<file path="config.mk">
export PLATFORM = sky130hd
export DESIGN_NAME = qpv_top
export DESIGN_NICKNAME = d
export VERILOG_FILES = /design/src/design/qpv_pkg.sv /design/src/design/qpv_sync.sv /design/src/design/qpv_top.sv
export SDC_FILE = /design/constraint.sdc
export NUM_CORES = 1
export LEC_CHECK = 0
export BUFFER_PORTS_ARGS = -buffer_cell sky130_fd_sc_hd__buf_2
export CORE_MARGIN = 4
export CORE_UTILIZATION = 56
export DETAILED_ROUTE_END_ITERATION = 10
export PLACE_DENSITY = 0.82
export SYNTH_ARGS = -nofsm -noshare
export SYNTH_HDL_FRONTEND = slang
export SYNTH_HIERARCHICAL = 1
export SYNTH_SLANG_ARGS = --single-unit
</file>
<file path="constraint.sdc">
create_clock -name sys_clk -period 5.9 [get_ports sys_clk]
set_input_delay 0.295 -clock sys_clk [delete_from_list [all_inputs] [get_ports sys_clk]]
set_output_delay 0.295 -clock sys_clk [all_outputs]
set_load 0.005 [all_outputs]
</file>
<file path="src/design/qpv_pkg.sv">
package qpv_pkg;
	localparam int unsigned POS_W = 32;
	localparam int unsigned VEL_W = 32;
	localparam int unsigned DIV_W = 3;
	localparam int unsigned EVT_N = 4;
	localparam int unsigned EVT_INDEX = 0;
	localparam int unsigned EVT_TIMER = 1;
	localparam int unsigned EVT_DIR = 2;
	localparam int unsigned EVT_ERROR = 3;
	localparam logic [31:0] POS_RESET = 32'h0000_0000;
	localparam logic [31:0] LIMIT_RESET = 32'hffff_ffff;
	localparam logic [31:0] PERIOD_RESET = 32'h0000_0001;
endpackage : qpv_pkg

</file>
<file path="src/design/qpv_sync.sv">
`timescale 1ns/10ps
`default_nettype none
module qpv_sync #(
	parameter int unsigned WIDTH = 3
) (
	input wire logic sys_clk,
	input wire logic rstn,
	input wire logic [WIDTH-1:0] async_in,
	output logic [WIDTH-1:0] sync_out
);
	logic [WIDTH-1:0] stage1;
	// Two flops; only the second stage is seen outside
	always_ff @(posedge sys_clk) begin
		if (!rstn) begin
			stage1 <= '0;
			sync_out <= '0;
		end else begin
			stage1 <= async_in;
			sync_out <= stage1;
		end
	end
endmodule : qpv_sync
`default_nettype wire

</file>
<file path="src/design/qpv_top.sv">
`timescale 1ns/10ps
`default_nettype none
module qpv_top #(
	parameter int unsigned POS_W = qpv_pkg::POS_W,
	parameter int unsigned VEL_W = qpv_pkg::VEL_W
) (
	input wire logic sys_clk,
	input wire logic rstn,
	input wire logic phase_a_input,
	input wire logic phase_b_input,
	input wire logic index_input,
	input wire logic module_enable,
	input wire logic step_dir_mode,
	input wire logic count_both_edges,
	input wire logic swap_inputs,
	input wire logic index_reset_mode,
	input wire logic [POS_W-1:0] position_limit,
	input wire logic position_write,
	input wire logic [POS_W-1:0] position_write_value,
	input wire logic velocity_enable,
	input wire logic [qpv_pkg::DIV_W-1:0] velocity_prediv,
	input wire logic [VEL_W-1:0] velocity_period,
	input wire logic [qpv_pkg::EVT_N-1:0] irq_mask,
	input wire logic irq_clear_write,
	input wire logic [qpv_pkg::EVT_N-1:0] irq_clear_bits,
	output logic [POS_W-1:0] position,
	output logic direction_reverse,
	output logic phase_error,
	output logic [VEL_W-1:0] velocity_running,
	output logic [VEL_W-1:0] velocity_count,
	output logic [qpv_pkg::EVT_N-1:0] irq_raw,
	output logic [qpv_pkg::EVT_N-1:0] irq_masked,
	output logic irq
);
	logic [2:0] sync_in;
	logic a_q, b_q, idx_q;
	logic [VEL_W-1:0] timer;
	logic [7:0] div_cnt;

	qpv_sync #(.WIDTH(3)) u_sync (
		.sys_clk(sys_clk),
		.rstn(rstn),
		.async_in({index_input, phase_b_input, phase_a_input}),
		.sync_out(sync_in)
	);

	// Channel swap ahead of all decoding
	wire chan_a = swap_inputs ? sync_in[1] : sync_in[0];
	wire chan_b = swap_inputs ? sync_in[0] : sync_in[1];
	wire idx = sync_in[2];
	wire a_edge = chan_a ^ a_q;
	wire b_edge = chan_b ^ b_q;
	wire idx_rise = idx & ~idx_q;
	wire run = module_enable;

	// Quadrature: after an A edge, A != B means A leads (forward)
	wire quad_a_rev = ~(chan_a ^ chan_b);
	wire quad_b_rev = chan_a ^ chan_b;
	wire both_edge = a_edge & b_edge;
	// In quadrature mode a double edge is an error in either counting setting and never a count
	wire quad_step = (count_both_edges ? (a_edge | b_edge) : a_edge) & ~both_edge;
	wire quad_rev = a_edge ? quad_a_rev : quad_b_rev;
	wire sd_step = a_edge;
	wire sd_rev = chan_b;
	wire step = run & (step_dir_mode ? sd_step : quad_step);
	wire step_rev = step_dir_mode ? sd_rev : quad_rev;
	wire err_evt = run & ~step_dir_mode & both_edge;
	wire dir_evt = step & (step_rev != direction_reverse);
	wire idx_evt = run & idx_rise;

	// Position with wrap at limit
	wire at_top = (position >= position_limit);
	wire at_zero = (position == '0);
	wire [POS_W-1:0] pos_inc = at_top ? '0 : POS_W'(position + 1'b1);
	wire [POS_W-1:0] pos_dec = at_zero ? position_limit : POS_W'(position - 1'b1);
	wire [POS_W-1:0] idx_load = direction_reverse ? position_limit :
		qpv_pkg::POS_RESET[POS_W-1:0];
	wire [POS_W-1:0] next_position =
		position_write ? position_write_value :
		(idx_evt && index_reset_mode) ? idx_load :
		step ? (step_rev ? pos_dec : pos_inc) : position;

	// Velocity predivider and period timer
	wire [7:0] div_mask = 8'((9'h001 << velocity_prediv) - 9'h001);
	wire vel_run = run & velocity_enable;
	wire div_hit = ((div_cnt & div_mask) == div_mask);
	wire vel_pulse = vel_run & step & div_hit;
	wire period_end = vel_run & (timer >= VEL_W'(velocity_period - 1'b1));
	wire [VEL_W-1:0] next_running = period_end ? '0 :
		VEL_W'(velocity_running + {{(VEL_W-1){1'b0}}, vel_pulse});
	wire [qpv_pkg::EVT_N-1:0] evt;
	assign evt[qpv_pkg::EVT_INDEX] = idx_evt;
	assign evt[qpv_pkg::EVT_TIMER] = period_end;
	assign evt[qpv_pkg::EVT_DIR] = dir_evt;
	assign evt[qpv_pkg::EVT_ERROR] = err_evt;
	wire [qpv_pkg::EVT_N-1:0] clr = irq_clear_write ? irq_clear_bits : '0;
	wire [qpv_pkg::EVT_N-1:0] next_raw = evt | (irq_raw & ~clr);
	wire [qpv_pkg::EVT_N-1:0] next_masked = next_raw & irq_mask;

	always_ff @(posedge sys_clk) begin
		if (!rstn) begin
			a_q <= 1'b0;
			b_q <= 1'b0;
			idx_q <= 1'b0;
		end else begin
			a_q <= chan_a;
			b_q <= chan_b;
			idx_q <= idx;
		end
	end

	always_ff @(posedge sys_clk) begin
		if (!rstn) begin
			position <= qpv_pkg::POS_RESET[POS_W-1:0];
			direction_reverse <= 1'b0;
			phase_error <= 1'b0;
		end else begin
			position <= next_position;
			if (step)
				direction_reverse <= step_rev;
			if (err_evt)
				phase_error <= 1'b1;
		end
	end

	always_ff @(posedge sys_clk) begin
		if (!rstn) begin
			timer <= '0;
			div_cnt <= 8'h00;
			velocity_running <= '0;
			velocity_count <= '0;
		end else begin
			if (!vel_run) begin
				timer <= '0;
				div_cnt <= 8'h00;
			end else begin
				timer <= period_end ? '0 : VEL_W'(timer + 1'b1);
				if (step)
					div_cnt <= 8'(div_cnt + 8'h01);
			end
			velocity_running <= vel_run ? next_running : velocity_running;
			if (period_end)
				velocity_count <= VEL_W'(velocity_running + {{(VEL_W-1){1'b0}}, vel_pulse});
		end
	end

	always_ff @(posedge sys_clk) begin
		if (!rstn) begin
			irq_raw <= '0;
			irq_masked <= '0;
			irq <= 1'b0;
		end else begin
			irq_raw <= next_raw;
			irq_masked <= next_masked;
			irq <= |next_masked;
		end
	end

	// Position guards
	a_pos_hold: assert property (@(posedge sys_clk) disable iff (!rstn)
		!module_enable && !position_write |=> $stable(position))
		else $error("position moved while disabled");
	a_pos_load: assert property (@(posedge sys_clk) disable iff (!rstn)
		position_write |=> position == $past(position_write_value))
		else $error("position write lost");
	a_wrap_fwd: assert property (@(posedge sys_clk) disable iff (!rstn)
		step && !step_rev && !position_write && !(idx_evt && index_reset_mode)
		&& position == position_limit |=> position == '0)
		else $error("forward wrap wrong");
	a_wrap_rev: assert property (@(posedge sys_clk) disable iff (!rstn)
		step && step_rev && !position_write && !(idx_evt && index_reset_mode)
		&& position == '0 |=> position == $past(position_limit))
		else $error("reverse wrap wrong");
	a_idx_load: assert property (@(posedge sys_clk) disable iff (!rstn)
		idx_evt && index_reset_mode && !position_write
		|=> position == ($past(direction_reverse) ? $past(position_limit) : '0))
		else $error("index reset value wrong");
	a_idx_keep: assert property (@(posedge sys_clk) disable iff (!rstn)
		idx_evt && !index_reset_mode && !position_write && !step |=> $stable(position))
		else $error("index moved relative count");

	// Error guards
	a_err_hold_pos: assert property (@(posedge sys_clk) disable iff (!rstn)
		err_evt && !position_write && !(idx_evt && index_reset_mode) |=> $stable(position))
		else $error("double edge was counted");
	a_err_flag: assert property (@(posedge sys_clk) disable iff (!rstn)
		err_evt |=> phase_error && irq_raw[qpv_pkg::EVT_ERROR])
		else $error("double edge not flagged");
	a_err_sticky: assert property (@(posedge sys_clk) disable iff (!rstn)
		phase_error |=> phase_error)
		else $error("error indicator dropped");

	// Direction guards
	a_dir_hold: assert property (@(posedge sys_clk) disable iff (!rstn)
		!step |=> $stable(direction_reverse))
		else $error("direction changed without step");
	a_dir_follow: assert property (@(posedge sys_clk) disable iff (!rstn)
		step |=> direction_reverse == $past(step_rev))
		else $error("direction not taken from step");
	a_dir_event: assert property (@(posedge sys_clk) disable iff (!rstn)
		dir_evt |=> irq_raw[qpv_pkg::EVT_DIR])
		else $error("direction event lost");

	// Velocity guards
	a_vel_gate: assert property (@(posedge sys_clk) disable iff (!rstn)
		!velocity_enable |=> velocity_running == $past(velocity_running))
		else $error("velocity counted while off");
	a_vel_idle: assert property (@(posedge sys_clk) disable iff (!rstn)
		!(module_enable && velocity_enable) |=> $stable(velocity_running))
		else $error("velocity counted while position off");
	a_period_latch: assert property (@(posedge sys_clk) disable iff (!rstn)
		period_end |=> velocity_running == '0
		&& velocity_count == VEL_W'($past(velocity_running) + $past(vel_pulse)))
		else $error("period total not latched");

	// Interrupt guards
	a_irq_mask: assert property (@(posedge sys_clk) disable iff (!rstn)
		irq == |(irq_raw & $past(irq_mask)))
		else $error("irq not equal to enabled status");
	a_masked_view: assert property (@(posedge sys_clk) disable iff (!rstn)
		irq_masked == (irq_raw & $past(irq_mask)))
		else $error("masked view wrong");
	a_set_wins: assert property (@(posedge sys_clk) disable iff (!rstn)
		evt[qpv_pkg::EVT_TIMER] |=> irq_raw[qpv_pkg::EVT_TIMER])
		else $error("timer event lost");
	a_idx_event: assert property (@(posedge sys_clk) disable iff (!rstn)
		idx_evt |=> irq_raw[qpv_pkg::EVT_INDEX])
		else $error("index event lost");
	a_clear_bit: assert property (@(posedge sys_clk) disable iff (!rstn)
		irq_clear_write && irq_clear_bits[qpv_pkg::EVT_DIR] && !dir_evt
		|=> !irq_raw[qpv_pkg::EVT_DIR])
		else $error("clear ignored");
endmodule : qpv_top
`default_nettype wire

</file>
Word level (Yosys, flattened, before mapping)
Cells that the tools add are included.
Widths: inputs -> output; s select.
{ "word_totals": {"ff_bits": 156, "inputBits": 120, "output_inout_bits": 107, "word_cells": 75} }
{ "op_classes": {"n_eq_ne": 2, "shift": 1, "n_addsub": 7, "reduce_logical": 6, "mux": 15, "order_cmp": 2, "bitwise": 27} }
{ "op_table": {"columns": ["operator", "count"], "rows": [
  ["$mux 32", 8],
  ["$add 32x1->32 const B", 2],
  ["$ge 32x32->1", 2],
  ["$sub 32x1->32 const B", 2],
  ["$add 32x1->32", 1],
  ["$logic_not 32->1", 1],
  ["$and 1x1->1", 12],
  ["$add 8x1->8 const B", 1],
  ["$and 4x4->4", 2],
  ["$and 8x8->8", 1],
  ["$eq 8x8->1", 1],
  ["$shl 1x3->8 const A", 1],
  ["$sub 8x1->8 const B", 1],
  ["$mux 1", 6],
  ["$not 1->1", 6],
  ["$mux 4", 1],
  ["$not 4->4", 1],
  ["$or 4x4->4", 1],
  ["$reduce_or 4->1", 1],
  ["$reduce_bool 3->1", 1],
  ["$reduce_or 3->1", 1],
  ["$xor 1x1->1", 3],
  ["$reduce_and 2->1", 1],
  ["$logic_and 1x1->1", 1],
  ["2 further kinds", 2]
]} }

Depth between registers and ports, before layout
{ "depth": {"word_depth": 11, "mapped_depth": 21, "depth_no_buf": 18} }

Modules after synthesis
The synthesis kept the hierarchy.
{ "by_module_without_submodules": {"columns": ["mod", "instances", "area_per_inst_um2", "cells_each", "seq_area_each_um2"], "rows": [
  ["qpv_top", 1, 10846.7, 1449, 2982.9],
  ["qpv_sync", 1, 157.7, 12, 120.1]
]} }

Worst setup path after synthesis
Ideal clock, no wire load.
{ "synth_timing": {"path_kind": "input port to flip-flop", "startpoint": "in velocity_period[3]", "endpoint": "reg irq", "t_arrival_ps": 4327, "t_required_ps": 5772, "path_buffers": 3, "path_stages": 20, "slack_ps": 1445, "setup_time_ps": 128, "cell_sequence": "or4_1 -> nor4_4 -> nand2_1 -> or4_1 -> nor2_1 -> nand3_1 -> nor4_1 -> xnor2_1 -> ha_1 -> a21o_1 -> a21o_1 -> a21oi_1 -> o21ai_0 -> a211o_1 -> clkbuf_1 -> o21a_1 -> clkbuf_1 -> clkbuf_1 -> a21oi_1 -> o21ai_0"} }
{ "synth_via": {"elab_chain_cells": 6} }
{ "synth_lines": {"columns": ["item", "line", "source"], "rows": [
  ["start: declaration", "qpv_top.sv:22", "input wire logic [VEL_W-1:0] velocity_period,"],
  ["$sub 32x1->32", "qpv_top.sv:88", "wire period_end = vel_run & (timer >= VEL_W'(velocity_period - 1'b1));"],
  ["$ge 32x32->1", "qpv_top.sv:88", null],
  ["$and 1x1->1", "qpv_top.sv:88", null],
  ["$or 4x4->4", "qpv_top.sv:97", "wire [qpv_pkg::EVT_N-1:0] next_raw = evt | (irq_raw & ~clr);"],
  ["$and 4x4->4", "qpv_top.sv:98", "wire [qpv_pkg::EVT_N-1:0] next_masked = next_raw & irq_mask;"],
  ["$reduce_or 4->1", "qpv_top.sv:155", "irq <= |next_masked;"],
  ["end signal: assignment", "qpv_top.sv:155", null],
  ["end: declaration", "qpv_top.sv:33", "output logic irq"]
]} }
Every way passes these cells.
A chain may end at the register's enable or synchronous reset.

Worst setup path after layout
{ "layout_timing": {"startpoint": "in velocity_period[3]", "endpoint": "reg velocity_count[2]"} }
{ "layout_via": {"elab_chain_cells": 3} }
{ "layout_lines": {"columns": ["item", "line", "source"], "rows": [
  ["$sub 32x1->32", "qpv_top.sv:88", null],
  ["$ge 32x32->1", "qpv_top.sv:88", null],
  ["$and 1x1->1", "qpv_top.sv:88", null],
  ["end signal: assignment", "qpv_top.sv:143", "velocity_count <= VEL_W'(velocity_running + {{(VEL_W-1){1'b0}}, vel_pulse});"],
  ["end: declaration", "qpv_top.sv:30", "output logic [VEL_W-1:0] velocity_count,"]
]} }
Every way passes these cells.

==> reports/results.txt <==
# placed instances: 1,870
initial antenna violation count: 3
total die area: 21,960 um^2
DIE WIDTH: 148.2 um
postcts setup bufs: 0
Post-Syn Nets: 1,653
Slew Viols, Final: 0
Setup Skew: 0.01365 ns
minimum clock period: 5.060 ns
Crit Path Category: input pin to register
#FFs+latches synth: 155
Synth-to-Final Area Change: 16.24%
pwr/cell area: 209.1 nW/um^2
final hold slack: 0.07096 ns
Root Driver: clkbuf_16
Gate power share: 0.168
register area: 3103 um^2
Worst Min Path Start: index_input
number of core rows: 51
hold-fix buffers at CTS: 0
Most used DFF post-synth: dfxtp_1
wire length per cell: 17.48 um
Pwr Total: 2.674 mW
FF-to-FF path depth: 15
Net Switching: 0.8220 mW
sw frac: 0.3074
H-Tree Depth: 4
Clock power frac: 0.409
clock sinks: 155
DIE HEIGHT: 148.2 um
Worst Hold Endpoint: u_sync/stage1[2]$_SDFF_PN0_
Avg Cell Area, Syn: 7.532 um^2
Max clock buf depth: 2
Critical Path Source Type: input pin
global route overflow: 0
Int Power: 1.852 mW
HPWL after DPL: 23.74 mm
required time worst endpoint: 6.23 ns
headroom to the max-slew limit: 0.2094
synthesized cell area: 11,000 um^2
Initial Util: 0.5673
DP Worst Slack: 0.4045 ns
final worst setup slack: 0.8403 ns
Slew @ Worst Pin: 1.183 ns
vias in the first global route: 10,962
total global-route track usage: 0.2937
CTS tree: built
Leak: 5.439 nW
DR vias/cell: 6.080
Max Cap Viol: 0
first-pass GRT wire length: 53.74 mm
reg-to-reg startpoint: u_sync/sync_out[0]$_SDFF_PN0_
ANT nets after route: 0
Crit. End Element: register
crit-path max FO: 47
Multi-input gate area: 7340 um^2
Routability Congestion: 0.9266
Worst Hold Class: input pin to register
Nets: 1,816
Hold Path Cell Cnt: 2
Syn Inst Count: 1,461
Clock Pin Slew Worst Setup and Hold Paths: 0.07 ns
largest net degree at the start of global routing: 68
CTS Buf Count: 17
Worst-Skew Late Latency: 0.43 ns
status: finished, final reports clean
Setup Viol. Count Final: 0
RR Endpoint: velocity_count[30]$_SDFFE_PN0P_
register area share after synthesis: 0.2820
Final Non-Filler Cells: 1,902
Yosys warning count: 6
setup_tns: 0 ns
Final period util: 0.8576
CP arrival: 5.39 ns
port bufs: 226
FMAX: 197.6 MHz
post-CTS sizing: 0
drt initial violations: 1,016
area post-placement: 12,210 um^2
Peak VDD IR: 0.0001976 V
Design Area, Final: 12,790 um^2
r2r setup slk: 1.41 ns
fraction of registers with async set/reset: 0
CORE AREA: 19,400 um^2
Detailed Routing Iterations Pass 1: 6
Fin. Hold Viols: 0
DRC viols: 0
layout cells sized above 1: 0.1828
drt total wl: 33.24 mm
Layout Utilization: 0.6594
# fillers: 1,719
register share of total power: 0.423
RSZ-0062 raised after global routing: false
Post-synth EDFFs: 0
Vias: 11,565
I/O Pins: 227
Yosys cell types: 67
cell usage after synthesis, drive strengths merged (4+ instances only):
cell type | instances | area, um^2
a211o | 5 | 43.79
a211oi | 41 | 307.8
a21o | 21 | 157.7
a21oi | 90 | 450.4
a221oi | 8 | 70.07
a22oi | 9 | 67.56
a31oi | 21 | 131.4
a32oi | 5 | 43.79
and2 | 26 | 162.6
and3 | 23 | 143.9
and4 | 6 | 52.55
buf | 20 | 103.9
clkbuf | 78 | 292.8
dfxtp | 155 | 3103
ha | 72 | 900.9
inv | 47 | 176.4
mux2i | 5 | 50.05
nand2 | 166 | 623.1
nand2b | 10 | 62.56
nand3 | 66 | 330.3
nand4 | 36 | 231.5
nor2 | 167 | 626.9
nor2b | 8 | 50.05
nor3 | 52 | 280.3
nor3b | 4 | 30.03
nor4 | 21 | 173.9
o2111ai | 11 | 96.34
o211ai | 11 | 82.58
o21ai | 54 | 274.0
o221a | 4 | 45.04
o221ai | 6 | 52.55
o31ai | 5 | 37.54
or3 | 21 | 131.4
or4 | 9 | 75.07
xnor2 | 81 | 709.4
xor2 | 57 | 499.2
cell type report:
type                       count  share of cell area
timing repair buffer         242             0.09782
clock inverter                14             0.01233
tap                          265             0.02592
inverter                      48             0.01409
multi-input combinational   1160              0.5738
clock buffer                  17             0.03326
antenna                        1           0.0001956
sequential                   155              0.2426
flip-flops by register name, summed over array words and instances (netlist names):
register,flops
timer,32
u_sync/stage1,3
irq,1
div_cnt,7
irq_raw,4
position,32
b_q,1
u_sync/sync_out,3
a_q,1
phase_error,1
velocity_running,32
velocity_count,32
idx_q,1
direction_reverse,1
irq_masked,4
metal layers:
layer	share of wire	track usage	vias up
met2	0.48	0.4917	569
met5	0.00081	0	-
met1	0.40	0.3675	5342
li1	-	-	5553
met3	0.090	0.06307	97
met4	0.033	0.1238	4
placed cells by master, fill, tap and decap left out, types with 4 or more instances in the layout:
master     count
nor3b_1        4
nand3_1       66
xnor2_1       80
o21ai_0       49
a32oi_1        5
nor4_1        16
a22oi_1        9
and2_1        24
a211oi_1      41
a21o_1        21
nand2b_1      10
inv_1         46
o221a_2        4
nor3_1        48
nor2b_1        8
mux2i_1        5
buf_2        226
dfxtp_1      155
or4_1          7
or3_1         21
and3_1        23
nand2_1      166
nor2_1       167
buf_4         16
clkbuf_16     17
a21oi_1       90
o21ai_1        4
o221ai_1       6
inv_6          5
a211o_1        5
o211ai_1      11
nor3_2         4
o31ai_1        5
xor2_1        57
a221oi_1       8
ha_1          72
and4_1         6
o2111ai_1     11
a31oi_1       21
nand4_1       35
power by group through the flow:
stage	Sequential [mW]	Combinational, mW	Clock [mW]
final	1.13	0.450	1.09
after global routing	1.14	0.494	1.15
after CTS	1.13	0.442	1.10
after detailed placement	1.15	0.438	0
after global placement	1.15	0.426	0
after floorplan	1.12	0.319	0
worst max-delay path by stage:
stage	startpoint	to	slack (ns)	cells after the start
finish	velocity_period[3]	velocity_count[2]$_SDFFE_PN0P_	0.84	19
global route	velocity_period[3]	velocity_count[2]$_SDFFE_PN0P_	0.31	19
CTS	velocity_period[3]	velocity_count[2]$_SDFFE_PN0P_	0.86	19
detailed placement	velocity_period[3]	velocity_count[2]$_SDFFE_PN0P_	0.40	19
global placement	velocity_period[3]	velocity_count[7]$_SDFFE_PN0P_	0.70	19
floorplan	velocity_period[3]	irq$_SDFF_PN0_	1.45	20
critical path, stage by stage:
cell and delay (ns):
buf_2 0.12, or4_1 0.59, nor4_4 0.26, nand2_1 0.14, or4_1 0.50, nor2_1 0.18
nand3_1 0.13, nor4_1 0.27, xnor2_1 0.11, ha_1 0.31, nand4_1 0.14, nor2_1 0.22
nand2_1 0.08, a211oi_1 0.19, a211o_1 0.42, o21a_2 0.81, buf_4 0.30, nor2_1 0.06
a211oi_1 0.23
cells by family after synthesis:
family	share of synthesized area
AOI/OAI and AO/OA	0.1903
muxes	0.005571
buffers and inverters	0.05242
xor gates and xnor gates	0.1098
and+or+nand+nor	0.2780
DFF	0.2820
adders and majority gates	0.08186
No activity file was read; power rests on OpenSTA's default activity.
